$ cat config.mk
export PLATFORM = sky130hd
export DESIGN_NAME = rovp_protect
export DESIGN_NICKNAME = d
export VERILOG_FILES = /design/src/rovp_pkg.sv /design/src/rovp_sync.sv /design/src/rovp_avmm_slave.sv /design/src/rovp_protect.sv
export SDC_FILE = /design/constraint.sdc
export NUM_CORES = 1
export LEC_CHECK = 0
export BUFFER_PORTS_ARGS = -buffer_cell sky130_fd_sc_hd__buf_2
export CAP_MARGIN = 10
export CORE_MARGIN = 1
export CORE_UTILIZATION = 40
export DETAILED_ROUTE_END_ITERATION = 8
export PLACE_DENSITY = 0.82
export SLEW_MARGIN = 5
export SYNTH_ARGS = -nofsm -noshare
export SYNTH_HDL_FRONTEND = slang
export SYNTH_SLANG_ARGS = --single-unit
export TNS_END_PERCENT = 50
$ cat constraint.sdc
create_clock -name clk -period 2.6 [get_ports clk]
set_input_delay 0.52 -clock clk [delete_from_list [all_inputs] [get_ports clk]]
set_output_delay 0.52 -clock clk [all_outputs]
set_load 0.01 [all_outputs]
$ cat src/rovp_pkg.sv
// package: register map, field positions, reset values and carrier types
// assumes a 32-bit avalon-mm slave with byte addresses, one aligned word per register
package rovp_pkg;
    localparam int ADDR_W = 4;
    localparam int DATA_W = 32;
    localparam int CMP_W = 4;

    // register byte offsets
    localparam logic [ADDR_W-1:0] OFS_STATUS = 4'h0;
    localparam logic [ADDR_W-1:0] OFS_SYSCTL = 4'h4;
    localparam logic [ADDR_W-1:0] OFS_IRQEN = 4'h8;
    localparam logic [ADDR_W-1:0] OFS_CLEAR = 4'hC;

    // status_upper_reg fields
    localparam int ST_OP_FLAG = 0;
    localparam int ST_CLAMP_FLAG = 1;
    localparam int ST_OP_ACTIVE = 2;
    localparam int ST_CLAMP_ACTIVE = 3;
    // system_control_low_reg fields
    localparam int SC_AUTO_CLEAR = 0;
    localparam int SC_CONV_SHUTDOWN = 1;
    localparam int SC_CONV_ENABLE = 2;
    localparam int SC_LDO_LSB = 3;
    localparam int LDO_W = 2;
    // irq enable and flag clear fields
    localparam int IE_OP = 0;
    localparam int IE_CLAMP = 1;
    localparam int CL_OP = 0;
    localparam int CL_CLAMP = 1;

    // reset values
    localparam logic RST_AUTO_CLEAR = 1'h0;
    localparam logic RST_CONV_SHUTDOWN = 1'h0;
    localparam logic RST_CONV_ENABLE = 1'h1;
    localparam logic [LDO_W-1:0] RST_LDO_ENABLE = 2'h3;
    localparam logic RST_IRQ_ENABLE = 1'h0;

    typedef struct packed {
        logic read;
        logic write;
        logic [ADDR_W-1:0] address;
        logic [3:0] byteenable;
        logic [DATA_W-1:0] writedata;
    } rovp_avmm_req_t;

    typedef struct packed {
        logic waitrequest;
        logic [DATA_W-1:0] readdata;
    } rovp_avmm_rsp_t;

    // comparator levels: high while the rectifier output is above the threshold
    typedef struct packed {
        logic opEnAbove;
        logic opDisAbove;
        logic clampEnAbove;
        logic clampDisAbove;
    } rovp_cmp_t;

    // open-drain pin: output level and enable, enable high while driving low
    typedef struct packed {
        logic out;
        logic oe;
    } rovp_od_t;
endpackage

$ cat src/rovp_sync.sv
// two flip-flop synchroniser for a group of asynchronous levels
// assumes inputs come from outside the clk domain
`timescale 1ns/100ps
module rovp_sync #(
    parameter int W = 4
) (
    // clock and reset
    input wire logic clk,
    input wire logic srst,
    // levels
    input wire logic [W-1:0] asyncIn,
    output logic [W-1:0] syncOut
);
    typedef struct packed {
        logic [W-1:0] stage1;
        logic [W-1:0] stage2;
    } rovp_sync_state_t;

    rovp_sync_state_t st_reg;
    rovp_sync_state_t st_next;

    always_comb begin
        st_next.stage1 = asyncIn;
        st_next.stage2 = st_reg.stage1;
    end

    always_ff @(posedge clk) begin
        if (srst) begin
            st_reg <= '0;
        end else begin
            st_reg <= st_next;
        end
    end

    assign syncOut = st_reg.stage2;
endmodule // rovp_sync

$ cat src/rovp_avmm_slave.sv
// avalon-mm handshake: one wait cycle, registered read data, completion strobes
// assumes the master holds its request until it sees waitrequest low
`timescale 1ns/100ps
module rovp_avmm_slave (
    // clock and reset
    input wire logic clk,
    input wire logic srst,
    // bus
    input wire rovp_pkg::rovp_avmm_req_t req,
    output rovp_pkg::rovp_avmm_rsp_t rsp,
    // register file side
    input wire logic [rovp_pkg::DATA_W-1:0] readValue,
    output logic wrDone,
    output logic rdDone
);
    typedef struct packed {
        logic ack;
        logic [rovp_pkg::DATA_W-1:0] rdData;
    } rovp_slave_state_t;

    rovp_slave_state_t st_reg;
    rovp_slave_state_t st_next;

    always_comb begin
        st_next.ack = (req.read | req.write) & ~st_reg.ack;
        st_next.rdData = st_reg.rdData;
        if (req.read & ~st_reg.ack) begin
            st_next.rdData = readValue;
        end
    end

    always_ff @(posedge clk) begin
        if (srst) begin
            st_reg <= '0;
        end else begin
            st_reg <= st_next;
        end
    end

    // completion edge is the one where waitrequest is low
    assign rsp.waitrequest = (req.read | req.write) & ~st_reg.ack;
    assign rsp.readdata = st_reg.rdData;
    assign wrDone = req.write & st_reg.ack;
    assign rdDone = req.read & st_reg.ack;
endmodule // rovp_avmm_slave

$ cat src/rovp_protect.sv
// top: over-power and clamp protection, sticky flags, open-drain interrupt
// assumes comparator levels are asynchronous; pins are resolved outside
`timescale 1ns/100ps

module rovp_protect (
    // clock and reset
    input wire logic clk,
    input wire logic srst,
    // threshold comparators
    input wire rovp_pkg::rovp_cmp_t cmpIn,
    // register bus
    input wire rovp_pkg::rovp_avmm_req_t avmmReq,
    output rovp_pkg::rovp_avmm_rsp_t avmmRsp,
    // open-drain pins
    output rovp_pkg::rovp_od_t tunePinA,
    output rovp_pkg::rovp_od_t tunePinB,
    output rovp_pkg::rovp_od_t antennaInputA,
    output rovp_pkg::rovp_od_t antennaInputB,
    output rovp_pkg::rovp_od_t irqPin,
    // converter and regulator enables
    output logic converterEnable,
    output logic [rovp_pkg::LDO_W-1:0] ldoEnable
);
    typedef struct packed {
        logic opActive;
        logic clampActive;
        logic opFlag;
        logic clampFlag;
        logic autoClear;
        logic convShutdown;
        logic convEnable;
        logic [rovp_pkg::LDO_W-1:0] ldoEn;
        logic opIe;
        logic clampIe;
        logic irqActive;
    } rovp_state_t;

    rovp_state_t st_reg;
    rovp_state_t st_next;
    rovp_pkg::rovp_cmp_t cmpSync;
    logic [rovp_pkg::DATA_W-1:0] readValue;
    logic wrDone;
    logic rdDone;
    logic [7:0] wrByte;
    logic wrLane0;
    logic opClear;
    logic clampClear;
    logic opSet;
    logic clampSetEvt;

    rovp_sync #(
        .W(rovp_pkg::CMP_W)
    ) u_sync (
        .clk(clk),
        .srst(srst),
        .asyncIn(cmpIn),
        .syncOut(cmpSync)
    );

    rovp_avmm_slave u_slave (
        .clk(clk),
        .srst(srst),
        .req(avmmReq),
        .rsp(avmmRsp),
        .readValue(readValue),
        .wrDone(wrDone),
        .rdDone(rdDone)
    );

    function automatic logic hitReg(input logic [rovp_pkg::ADDR_W-1:0] addr,
                                    input logic [rovp_pkg::ADDR_W-1:0] ofs);
        hitReg = (addr == ofs);
    endfunction

    // register read mux, unmapped and clear register read zero
    always_comb begin
        readValue = '0;
        if (hitReg(avmmReq.address, rovp_pkg::OFS_STATUS)) begin
            readValue[rovp_pkg::ST_OP_FLAG] = st_reg.opFlag;
            readValue[rovp_pkg::ST_CLAMP_FLAG] = st_reg.clampFlag;
            readValue[rovp_pkg::ST_OP_ACTIVE] = st_reg.opActive;
            readValue[rovp_pkg::ST_CLAMP_ACTIVE] = st_reg.clampActive;
        end else if (hitReg(avmmReq.address, rovp_pkg::OFS_SYSCTL)) begin
            readValue[rovp_pkg::SC_AUTO_CLEAR] = st_reg.autoClear;
            readValue[rovp_pkg::SC_CONV_SHUTDOWN] = st_reg.convShutdown;
            readValue[rovp_pkg::SC_CONV_ENABLE] = st_reg.convEnable;
            readValue[rovp_pkg::SC_LDO_LSB +: rovp_pkg::LDO_W] = st_reg.ldoEn;
        end else if (hitReg(avmmReq.address, rovp_pkg::OFS_IRQEN)) begin
            readValue[rovp_pkg::IE_OP] = st_reg.opIe;
            readValue[rovp_pkg::IE_CLAMP] = st_reg.clampIe;
        end
    end

    assign wrByte = avmmReq.writedata[7:0];
    assign wrLane0 = wrDone & avmmReq.byteenable[0];

    always_comb begin
        st_next = st_reg;
        st_next.opActive = cmpSync.opEnAbove | (st_reg.opActive & cmpSync.opDisAbove);
        st_next.clampActive = cmpSync.clampEnAbove
            | (st_reg.clampActive & cmpSync.clampDisAbove);
        // set only on a fresh entry into over-power
        opSet = st_next.opActive & ~st_reg.opActive;
        opClear = (wrLane0 & hitReg(avmmReq.address, rovp_pkg::OFS_CLEAR)
                   & wrByte[rovp_pkg::CL_OP])
            | (rdDone & hitReg(avmmReq.address, rovp_pkg::OFS_STATUS) & st_reg.autoClear);
        clampClear = (wrLane0 & hitReg(avmmReq.address, rovp_pkg::OFS_CLEAR)
                      & wrByte[rovp_pkg::CL_CLAMP])
            | (rdDone & hitReg(avmmReq.address, rovp_pkg::OFS_STATUS) & st_reg.autoClear);
        // clear blocked while active; set beats clear
        st_next.opFlag = opSet | (st_reg.opFlag & ~(opClear & ~st_next.opActive));
        // clamp flag set on every cycle the enable comparator level is high, then held until cleared
        st_next.clampFlag = cmpSync.clampEnAbove
            | (st_reg.clampFlag & ~(clampClear & ~st_next.clampActive));
        clampSetEvt = st_next.clampFlag & ~st_reg.clampFlag;
        // software register writes
        if (wrLane0 & hitReg(avmmReq.address, rovp_pkg::OFS_SYSCTL)) begin
            st_next.autoClear = wrByte[rovp_pkg::SC_AUTO_CLEAR];
            st_next.convShutdown = wrByte[rovp_pkg::SC_CONV_SHUTDOWN];
            st_next.convEnable = wrByte[rovp_pkg::SC_CONV_ENABLE];
            st_next.ldoEn = wrByte[rovp_pkg::SC_LDO_LSB +: rovp_pkg::LDO_W];
        end
        if (wrLane0 & hitReg(avmmReq.address, rovp_pkg::OFS_IRQEN)) begin
            st_next.opIe = wrByte[rovp_pkg::IE_OP];
            st_next.clampIe = wrByte[rovp_pkg::IE_CLAMP];
        end
        // converter shutdown on a new clamp flag, only with shutdown select and clamp irq enable both set
        if (clampSetEvt & st_reg.convShutdown & st_reg.clampIe) begin
            st_next.convEnable = 1'h0;
        end
        st_next.irqActive = (st_next.opFlag & st_next.opIe)
            | (st_next.clampFlag & st_next.clampIe);
    end

    always_ff @(posedge clk) begin
        if (srst) begin
            st_reg <= '0;
            st_reg.autoClear <= rovp_pkg::RST_AUTO_CLEAR;
            st_reg.convShutdown <= rovp_pkg::RST_CONV_SHUTDOWN;
            st_reg.convEnable <= rovp_pkg::RST_CONV_ENABLE;
            st_reg.ldoEn <= rovp_pkg::RST_LDO_ENABLE;
            st_reg.opIe <= rovp_pkg::RST_IRQ_ENABLE;
            st_reg.clampIe <= rovp_pkg::RST_IRQ_ENABLE;
        end else begin
            st_reg <= st_next;
        end
    end

    // tune pins pull low while over-power is active
    assign tunePinA = '{out: 1'b0, oe: st_reg.opActive};
    assign tunePinB = '{out: 1'b0, oe: st_reg.opActive};
    // antenna inputs shorted while clamp is active
    assign antennaInputA = '{out: 1'b0, oe: st_reg.clampActive};
    assign antennaInputB = '{out: 1'b0, oe: st_reg.clampActive};
    // interrupt released once no enabled flag remains
    assign irqPin = '{out: 1'b0, oe: st_reg.irqActive};
    assign converterEnable = st_reg.convEnable;
    assign ldoEnable = st_reg.ldoEn;
endmodule // rovp_protect

* Word-level counts from Yosys, hierarchy flattened
Index checks and enable logic that the tools add are counted.
Cells by class: add/sub/neg operators 0, multipliers 0, div/mod/pow operators 0, $lt $le $gt $ge 0, equality and inequality tests 3, shift-type cells 0, mux-type cells 8, bitwise logic cells 39, reduce and logical (&&, ||, !) cells 2
Operators by type and width (count):
- $and 1x1->1 | 24
- $eq 4x4->1 const B | 2
- $or 1x1->1 | 8
- $not 1->1 | 7
- $mux 2 | 3
- $mux 3 | 2
- $eq 4x3->1 const B | 1
- $logic_not 4->1 | 1
- $mux 4 | 1
- $mux 1 | 2
- $reduce_bool 2->1 | 1
Storage, ports and cells: flip-flop bits (word level) 26, latch bits 0, bits in writable memories 0, memory bits (read-only) 0, input bits 48, output and inout port bits 46, word-level logic and storage cells 67, memories 0

* Longest topological paths before layout
Gate-level depths: netlist of run 1.
depth in word-level cells 13, depth in mapped cells 6, gate-level depth less buffers 5

* Modules after synthesis
A second synthesis of run 1 with hierarchy kept.
Second synthesis, totals: cell total of the unflattened synthesis 280, area total of the unflattened synthesis 2825.2 sq um
Modules (own cells, without submodules):
- rovp_avmm_slave | times used 1, cells an instance 183, area an instance 1924.3 sq um, sequential area each 660.6 sq um
- rovp_protect | times used 1, cells an instance 81, area an instance 690.7 sq um, sequential area each 240.2 sq um
- rovp_sync | times used 1, cells an instance 16, area an instance 210.2 sq um, sequential area each 160.2 sq um

* Least setup slack after synthesis of run 1
Ideal clock, no wire load.
path type input-to-reg, from input port avmmReq[39] (netlist bit), to register st_reg, in the netlist converterEnable, setup time 0.114 ns, data arrival time 1.533 ns, data required time 2.486 ns, slack 0.953 ns, cell stages on the path 5, cell sequence nor3_1 -> nand2_1 -> nor2_2 -> mux2_2 -> a21o_1
On the way: longest elaborated chain between the ends 12
RTL lines:
- start, declared | line rovp_protect.sv:12 | input wire rovp_pkg::rovp_avmm_req_t avmmReq,
- $eq 4x4->1 or $logic_not 4->1 (tied branches) | line rovp_protect.sv:72 | hitReg = (addr == ofs);
- $and 1x1->1, on equally long branches | line rovp_protect.sv:107, rovp_protect.sv:109
- $and 1x1->1, on equally long branches | line rovp_protect.sv:108, rovp_protect.sv:109
- $or 1x1->1 | line rovp_protect.sv:109 | | (rdDone & hitReg(avmmReq.address, rovp_pkg::OFS_STATUS) & st_reg.autoClear);
- $and 1x1->1 | line rovp_protect.sv:114 | | (st_reg.clampFlag & ~(clampClear & ~st_next.clampActive));
- $not 1->1 | line rovp_protect.sv:114
- $and 1x1->1 | line rovp_protect.sv:114
- $or 1x1->1 | line rovp_protect.sv:114
- $and 1x1->1 | line rovp_protect.sv:115 | clampSetEvt = st_next.clampFlag & ~st_reg.clampFlag;
- $and 1x1->1 (2 in series) | line rovp_protect.sv:128 | if (clampSetEvt & st_reg.convShutdown & st_reg.clampIe) begin
- $mux 1 or $reduce_bool 2->1 (tied branches)
- end signal, assigned | line rovp_protect.sv:145 | st_reg <= st_next;
- end, declared | line rovp_protect.sv:38 | rovp_state_t st_reg;
Several ways; a longest one is shown, not always the timed one. A chain may end at the register's enable or synchronous reset.

* Final worst setup path of run 1
Ends and elaborated chain as after synthesis.

==> out/qor.csv, run 1 <==
stage,metric,value,unit
cts,CTS root buf,clkbuf_4,
setup_path,CP Max Fanout,8,
synthesis,sequential share of the synthesized area,38.70,%
setup_path,critical path required time,2820,ps
synthesis,Synth cell types,29,
timing,Max Slew Vio Count,0,
synthesis,cell taking the most area after synthesis,dfxtp_1,
final_layout,Syn-to-layout area delta,1.210,%
place,Final Wtd Congestion,0.8090,
timing,Max Freq,0.6110,GHz
synthesis,prevailing post-synth register cell,dfxtp_1,
worst_hold_path,Worst Hold Class,input port to flip-flop,
synthesis,most common cell in the netlist,buf_4,
synthesis,post-synth top area share,38.70,%
timing,"Hold Violations, Final",0,
timing,Finish-stage setup viols,0,
cts,H-tree depth,1,
status,status,completed,
cts,clock sinks,26,
synthesis,Syn. warnings,0,
place,port buffer count,31,
route,DRT Pass-1 Iters,4,
worst_hold_path,Hold Path End,ldoEnable[1]$_SDFFE_PP1P_,
worst_hold_path,HP Start,avmmReq[4],
synthesis,Yosys reg bits,26,
synthesis,Area contributors post-synth,"dfxtp_1 (39%), buf_4 (25%), nor2b_1 (4.7%)",
global_routing,gr usage total,12.27,%
power,Pleak,0.6286,nW
timing,Fin Setup TNS,0,ps
route,vias,958,
setup_path,element type at the critical path end,flip-flop,
synthesis,Post-synth top cells,"buf_4 (44), dfxtp_1 (26), nor2_1 (16), nor2b_1 (10), nand2_1 (9)",
final_layout,n_diodes,0,
synthesis,Syn Inst Count,156,
global_routing,global-route wire length before repair,3.325,mm
global_routing,largest net degree at the start of global routing,26,
route,DRT iter0 DRCs,70,
route,Routed Antenna Nets,0,
route,Routed WL,2.166,mm
setup_path,Setup Crit Path Kind,input port to flip-flop,
job,maxcap violations,0,
cts,CTS Buf Count,3,
cts,"Setup Fix Bufs, Post-CTS",0,
cts,# hold bufs at CTS,0,
power,Power per Cell Area,509.2,nW/um2
floorplan,Die W,59.99,um
place,Area after DPL,1325,um2
place,Setup WS pre-CTS,659.8,ps
final_layout,post-route cell area,1361,um2
setup_path,depth of the most critical reg-to-reg path,4,
floorplan,DIE AREA,3598,um2
timing,fin crit period,1637,ps
setup_path,arrival time at the worst endpoint,1860,ps
floorplan,row count,20,
final_layout,max reg flops,6,
synthesis,ys async rst share,0,%
worst_hold_path,hold depth,3,
synthesis,Post-synth EDFFs,0,
synthesis,syn avg cell area,8.622,um2
synthesis,synthesized cell area,1345,um2
floorplan,Initial Util,43.00,%
floorplan,io pins,94,
cts,worst skew pair latency,310,ps
timing,fin crit share,62.95,%
power,worst vdd ir,0.3009,mV
global_routing,initial antenna violation count,0,
final_layout,fillers,329,
setup_path,reg-to-reg setup timing slack,1080,ps
final_layout,fin nets,223,
place,post-DP HPWL,1.691,mm
setup_path,reg2reg start,u_slave.st_reg[32]$_SDFF_PP0_,
timing,Final WS setup,963.3,ps
route,drt via density,4.394,
global_routing,vias in the first global route,792,
timing,RSZ-0062 raised after global routing,false,
setup_path,startpoint types,input port,
final_layout,share of cells above drive strength 1,22.99,%
route,detailed-route wire length per cell,9.936,um
setup_path,FF-to-FF End,converterEnable$_SDFFE_PP1P_,
route,DRC viols,0,
timing,clk_skew,9.424,ps
global_routing,gr ovfl total,0,
cts,CTS tree,yes,
power,Total Power,0.6932,mW
cts,Clock Tree Buf Depth,2,
timing,Hold Slack,408.7,ps
cts,post_cts resized,0,
floorplan,Die H,59.99,um
cts,Worst-path clk slew,140,ps
floorplan,Core ar.,3128,um2
-- cell type report --
class / instances / area (um2) / share of cell area [%]
flip-flops and latches: 26 / 520.5 / 38.24
well taps: 44 / 55.05 / 4.044
inverters: 2 / 7.507 / 0.5515
clock buffers: 4 / 36.28 / 2.665
multi-input cells: 111 / 586.8 / 43.11
repair buffers: 31 / 155.1 / 11.40
-- power breakdown --
part / leakage (nW) / internal (mW) / switching [mW] / total, mW
registers: 0.212 / 0.409 / 0.00610 / 0.415
clock network: 0.0210 / 0.0855 / 0.111 / 0.196
logic: 0.395 / 0.0260 / 0.0557 / 0.0817
total: 0.629 / 0.521 / 0.173 / 0.693
-- through the flow --
stage                     util [%]  instances
final                        43.52        218
after global routing         43.52        218
after CTS                    43.52        218
after detailed placement     42.36        214
after global placement       42.36        214
after floorplan                  -        187
-- per-layer routing --
metal / wire length (um) / up-vias / GRT usage, % / share of wire [%]
met5: 0 / - / 0 / 0
met4: 35 / 0 / 3.987 / 1.6
met3: 120 / 6 / 4.978 / 5.5
met2: 1022 / 44 / 20.48 / 47
met1: 988 / 427 / 14.23 / 46
li1: - / 481 / - / -
-- critical path: stages --
cell	delay, ps
buf_2	150
nor3_1	260
nand2_1	170
nor2_2	220
mux2_2	360
a21o_1	170
-- cell usage in the layout, fill, tap and decap left out, drive strengths merged --
cell | synthesis | final
dfxtp | 26 | 26
nand2 | 9 | 9
o21ai | 8 | 8
inv | 2 | 2
a21oi | 8 | 8
nand3 | 2 | 2
clkbuf | 3 | 4
mux2 | 1 | 1
a21o | 1 | 1
a31oi | 1 | 1
nor3 | 2 | 2
nand4b | 1 | 1
o2bb2ai | 1 | 1
buf | 45 | 31
nand3b | 2 | 2
or2 | 1 | 1
mux2i | 6 | 6
a22oi | 2 | 2
or3 | 1 | 1
a311o | 1 | 1
nor2 | 17 | 17
nor2b | 10 | 10
nor4 | 2 | 2
nand4 | 2 | 2
nand2b | 1 | 1
conb | 1 | 32
-- how the worst max path moves through the flow --
stage	end	start	depth (start not counted)
5_1_grt	converterEnable$_SDFFE_PP1P_	avmmReq[39]	6
6_report	converterEnable$_SDFFE_PP1P_	avmmReq[39]	6
2_1_floorplan	converterEnable$_SDFFE_PP1P_	avmmReq[39]	5
3_5_place_dp	converterEnable$_SDFFE_PP1P_	avmmReq[39]	6
3_3_place_gp	converterEnable$_SDFFE_PP1P_	avmmReq[39]	6
4_1_cts	converterEnable$_SDFFE_PP1P_	avmmReq[39]	6
-- kinds of logic after synthesis --
family / share of synthesized area [%]
other cells: 0.2788
simple gates: 19.44
compound gates: 9.954
mux: 5.302
flops: 38.70
buf+inv: 26.33
No activity file was read; power rests on OpenSTA's default activity.
==> run 2, diff against run 1 <==
- clock period: 2.6 -> 1.6 ns (I/O delays scaled with it)
==> run 2 against run 1 <==
  * Register-to-register slack lost 950 ps
  * Largest cell class unchanged
  * Global-route usage grew 0.85 points
  * Cell count grew 1.4%
  * Critical path type is now flip-flop to flip-flop
==> out/qor.csv, run 2 (synthesis gave the netlist of run 1 again) <==
stage,metric,value,unit,change
global_routing,gr ovfl total,0,,unchanged
power,Clk pwr share,28.2,%,about the same
setup_path,element type at the critical path end,flip-flop,,
setup_path,launch point of the worst path,u_slave.st_reg[32]$_SDFF_PP0_,,
floorplan,Die H,59.99,um,unchanged
place,post-DP HPWL,1.673,mm,-1.0%
setup_path,reg-to-reg setup timing slack,130,ps,-950 ps
power,worst vdd ir,0.5219,mV,+73%
setup_path,depth of the most critical reg-to-reg path,5,,+1
cts,CTS root buf,clkbuf_4,,
setup_path,FF-to-FF End,irqPin[0]$_SDFF_PP0_,,
job,maxcap violations,0,,unchanged
cts,worst skew pair latency,320,ps,about the same
route,DRT iter0 DRCs,39,,-44%
power,Reg power frac,59.7,%,-0.2 points
route,DRT Pass-1 Iters,4,,unchanged
final_layout,Finished Layout Cells,221,,+1.4%
place,Placed Cells,217,,+1.4%
route,Routed Antenna Nets,0,,unchanged
setup_path,arrival time at the worst endpoint,1680,ps,-180 ps
power,switching pwr,0.2807,mW,+63%
floorplan,DIE AREA,3598,um2,unchanged
timing,RSZ-0062 raised after global routing,false,,
cts,H-tree depth,1,,unchanged
floorplan,Core ar.,3128,um2,unchanged
power,Switching Fraction,24.84,%,-0.074 points
route,drt via density,4.367,,-0.64%
place,Final Wtd Congestion,0.8280,,+2.3%
timing,Max Freq,0.6797,GHz,
status,status,completed,,
cts,"Setup Fix Bufs, Post-CTS",0,,unchanged
timing,"Hold Violations, Final",0,,unchanged
setup_path,reg2reg start,u_slave.st_reg[32]$_SDFF_PP0_,,
global_routing,initial antenna violation count,0,,unchanged
cts,# hold bufs at CTS,0,,unchanged
final_layout,max reg flops,6,,unchanged
cts,CTS tree,yes,,
global_routing,global-route wire length before repair,3.491,mm,+5.0%
power,combinational power share,12.0,%,+0.2 points
final_layout,"most common cell after layout, fill and taps aside",conb_1,,
timing,Finish-stage setup viols,0,,unchanged
timing,Max Slew Vio Count,0,,unchanged
cts,Worst-path clk slew,140,ps,about the same
setup_path,CP Max Fanout,6,,-2
final_layout,n_diodes,0,,unchanged
timing,fin crit period,1471,ps,
setup_path,Setup Crit Path Kind,flip-flop to flip-flop,,
worst_hold_path,hold depth,3,,unchanged
cts,CTS Buf Count,3,,unchanged
final_layout,Syn-to-layout area delta,2.977,%,
power,Int Pwr,0.8496,mW,+63%
global_routing,gr usage total,13.13,%,+0.85 points
global_routing,largest net degree at the start of global routing,26,,unchanged
timing,fin crit share,91.96,%,
place,Area after DPL,1348,um2,+1.7%
final_layout,most frequent cells in the layout,"conb_1 (32), buf_2 (31), dfxtp_1 (25)",,
setup_path,critical path required time,1810,ps,-1010 ps
route,Routed WL,2.189,mm,+1.1%
power,Pleak,0.6436,nW,+2.4%
setup_path,startpoint types,flip-flop,,
route,detailed-route wire length per cell,9.905,um,-0.31%
cts,Clock Tree Buf Depth,2,,unchanged
global_routing,vias in the first global route,804,,+1.5%
cts,post_cts resized,0,,unchanged
place,port buffer count,31,,unchanged
floorplan,Initial Util,43.00,%,unchanged
route,vias,965,,+0.73%
power,Power per Cell Area,816.1,nW/um2,+60%
final_layout,share of cells above drive strength 1,24.86,%,+1.9 points
floorplan,row count,20,,unchanged
final_layout,post-route cell area,1385,um2,+1.7%
final_layout,fin nets,226,,+1.3%
timing,clk_skew,12.28,ps,+2.860 ps
floorplan,io pins,94,,unchanged
cts,clock sinks,26,,unchanged
worst_hold_path,Worst Hold Class,input port to flip-flop,,
floorplan,Die W,59.99,um,unchanged
timing,Hold Slack,208.5,ps,-200.2 ps
setup_path,crit path to,irqPin[0]$_SDFF_PP0_,,
route,DRC viols,0,,unchanged
## run 2: layer usage
| layer | part of all wire, % | up-vias | wire length (um) | GRT usage [%] |
|---|---|---|---|---|
| met4 | 0.64 | 0 | 14 | 1.993 |
| met5 | 0 | - | 0 | 0 |
| met3 | 6.0 | 2 | 132 | 3.896 |
| met1 | 43 | 444 | 936 | 16.73 |
| li1 | - | 478 | - | - |
| met2 | 50 | 41 | 1105 | 22.22 |
## run 2: cell type report
type	instances	area (um2)
inverters	2	7.507
well taps	44	55.05
repair buffers	34	177.7
multi-input cells	111	586.8
flip-flops and latches	26	521.8
clock buffers	4	36.28
fillers	332	1743
## run 2: power groups by stage
stage,Clock [mW],Combinational [mW],Sequential (mW)
final,0.319,0.136,0.675
after global placement,0,0.133,0.689
after CTS,0.326,0.135,0.675
after detailed placement,0,0.135,0.689
after floorplan,0,0.152,0.687
after global routing,0.366,0.154,0.678
## run 2: stage by stage
| step | setup TNS [ps] | setup WS, ps | util (%) | total power, mW |
|---|---|---|---|---|
| 6_report | 0 | 128.7 | 44.28 | 1.130 |
| 5_1_grt | 0 | 42.50 | 44.28 | 1.198 |
| 4_1_cts | 0 | 42.29 | 44.24 | 1.136 |
| 3_5_place_dp | -22.75 | -22.75 | 43.08 | 0.8243 |
| 3_3_place_gp | -14.26 | -14.26 | 43.08 | 0.8212 |
| 2_1_floorplan | 0 | 153.2 | - | 0.8390 |
## run 2: how the worst min path moves through the flow
stage,from,to,slack (ps)
after floorplan,srst,u_sync.st_next[0]$_SDFF_PP0_,390
after global placement,u_sync.st_next[2]$_SDFF_PP0_,u_sync.syncOut[2]$_SDFF_PP0_,420
after detailed placement,u_sync.st_next[3]$_SDFF_PP0_,u_sync.syncOut[3]$_SDFF_PP0_,430
after CTS,cmpIn[2],u_sync.st_next[2]$_SDFF_PP0_,210
after global routing,cmpIn[2],u_sync.st_next[2]$_SDFF_PP0_,190
final,avmmReq[3],ldoEnable[0]$_SDFFE_PP1P_,210
## run 2: worst max-delay path: stages (launching register included)
cell       delay (ps)
dfxtp_2           400
nand4_2           140
or3_4             410
mux2i_1           180
nor2_1             90
o2bb2ai_2         150
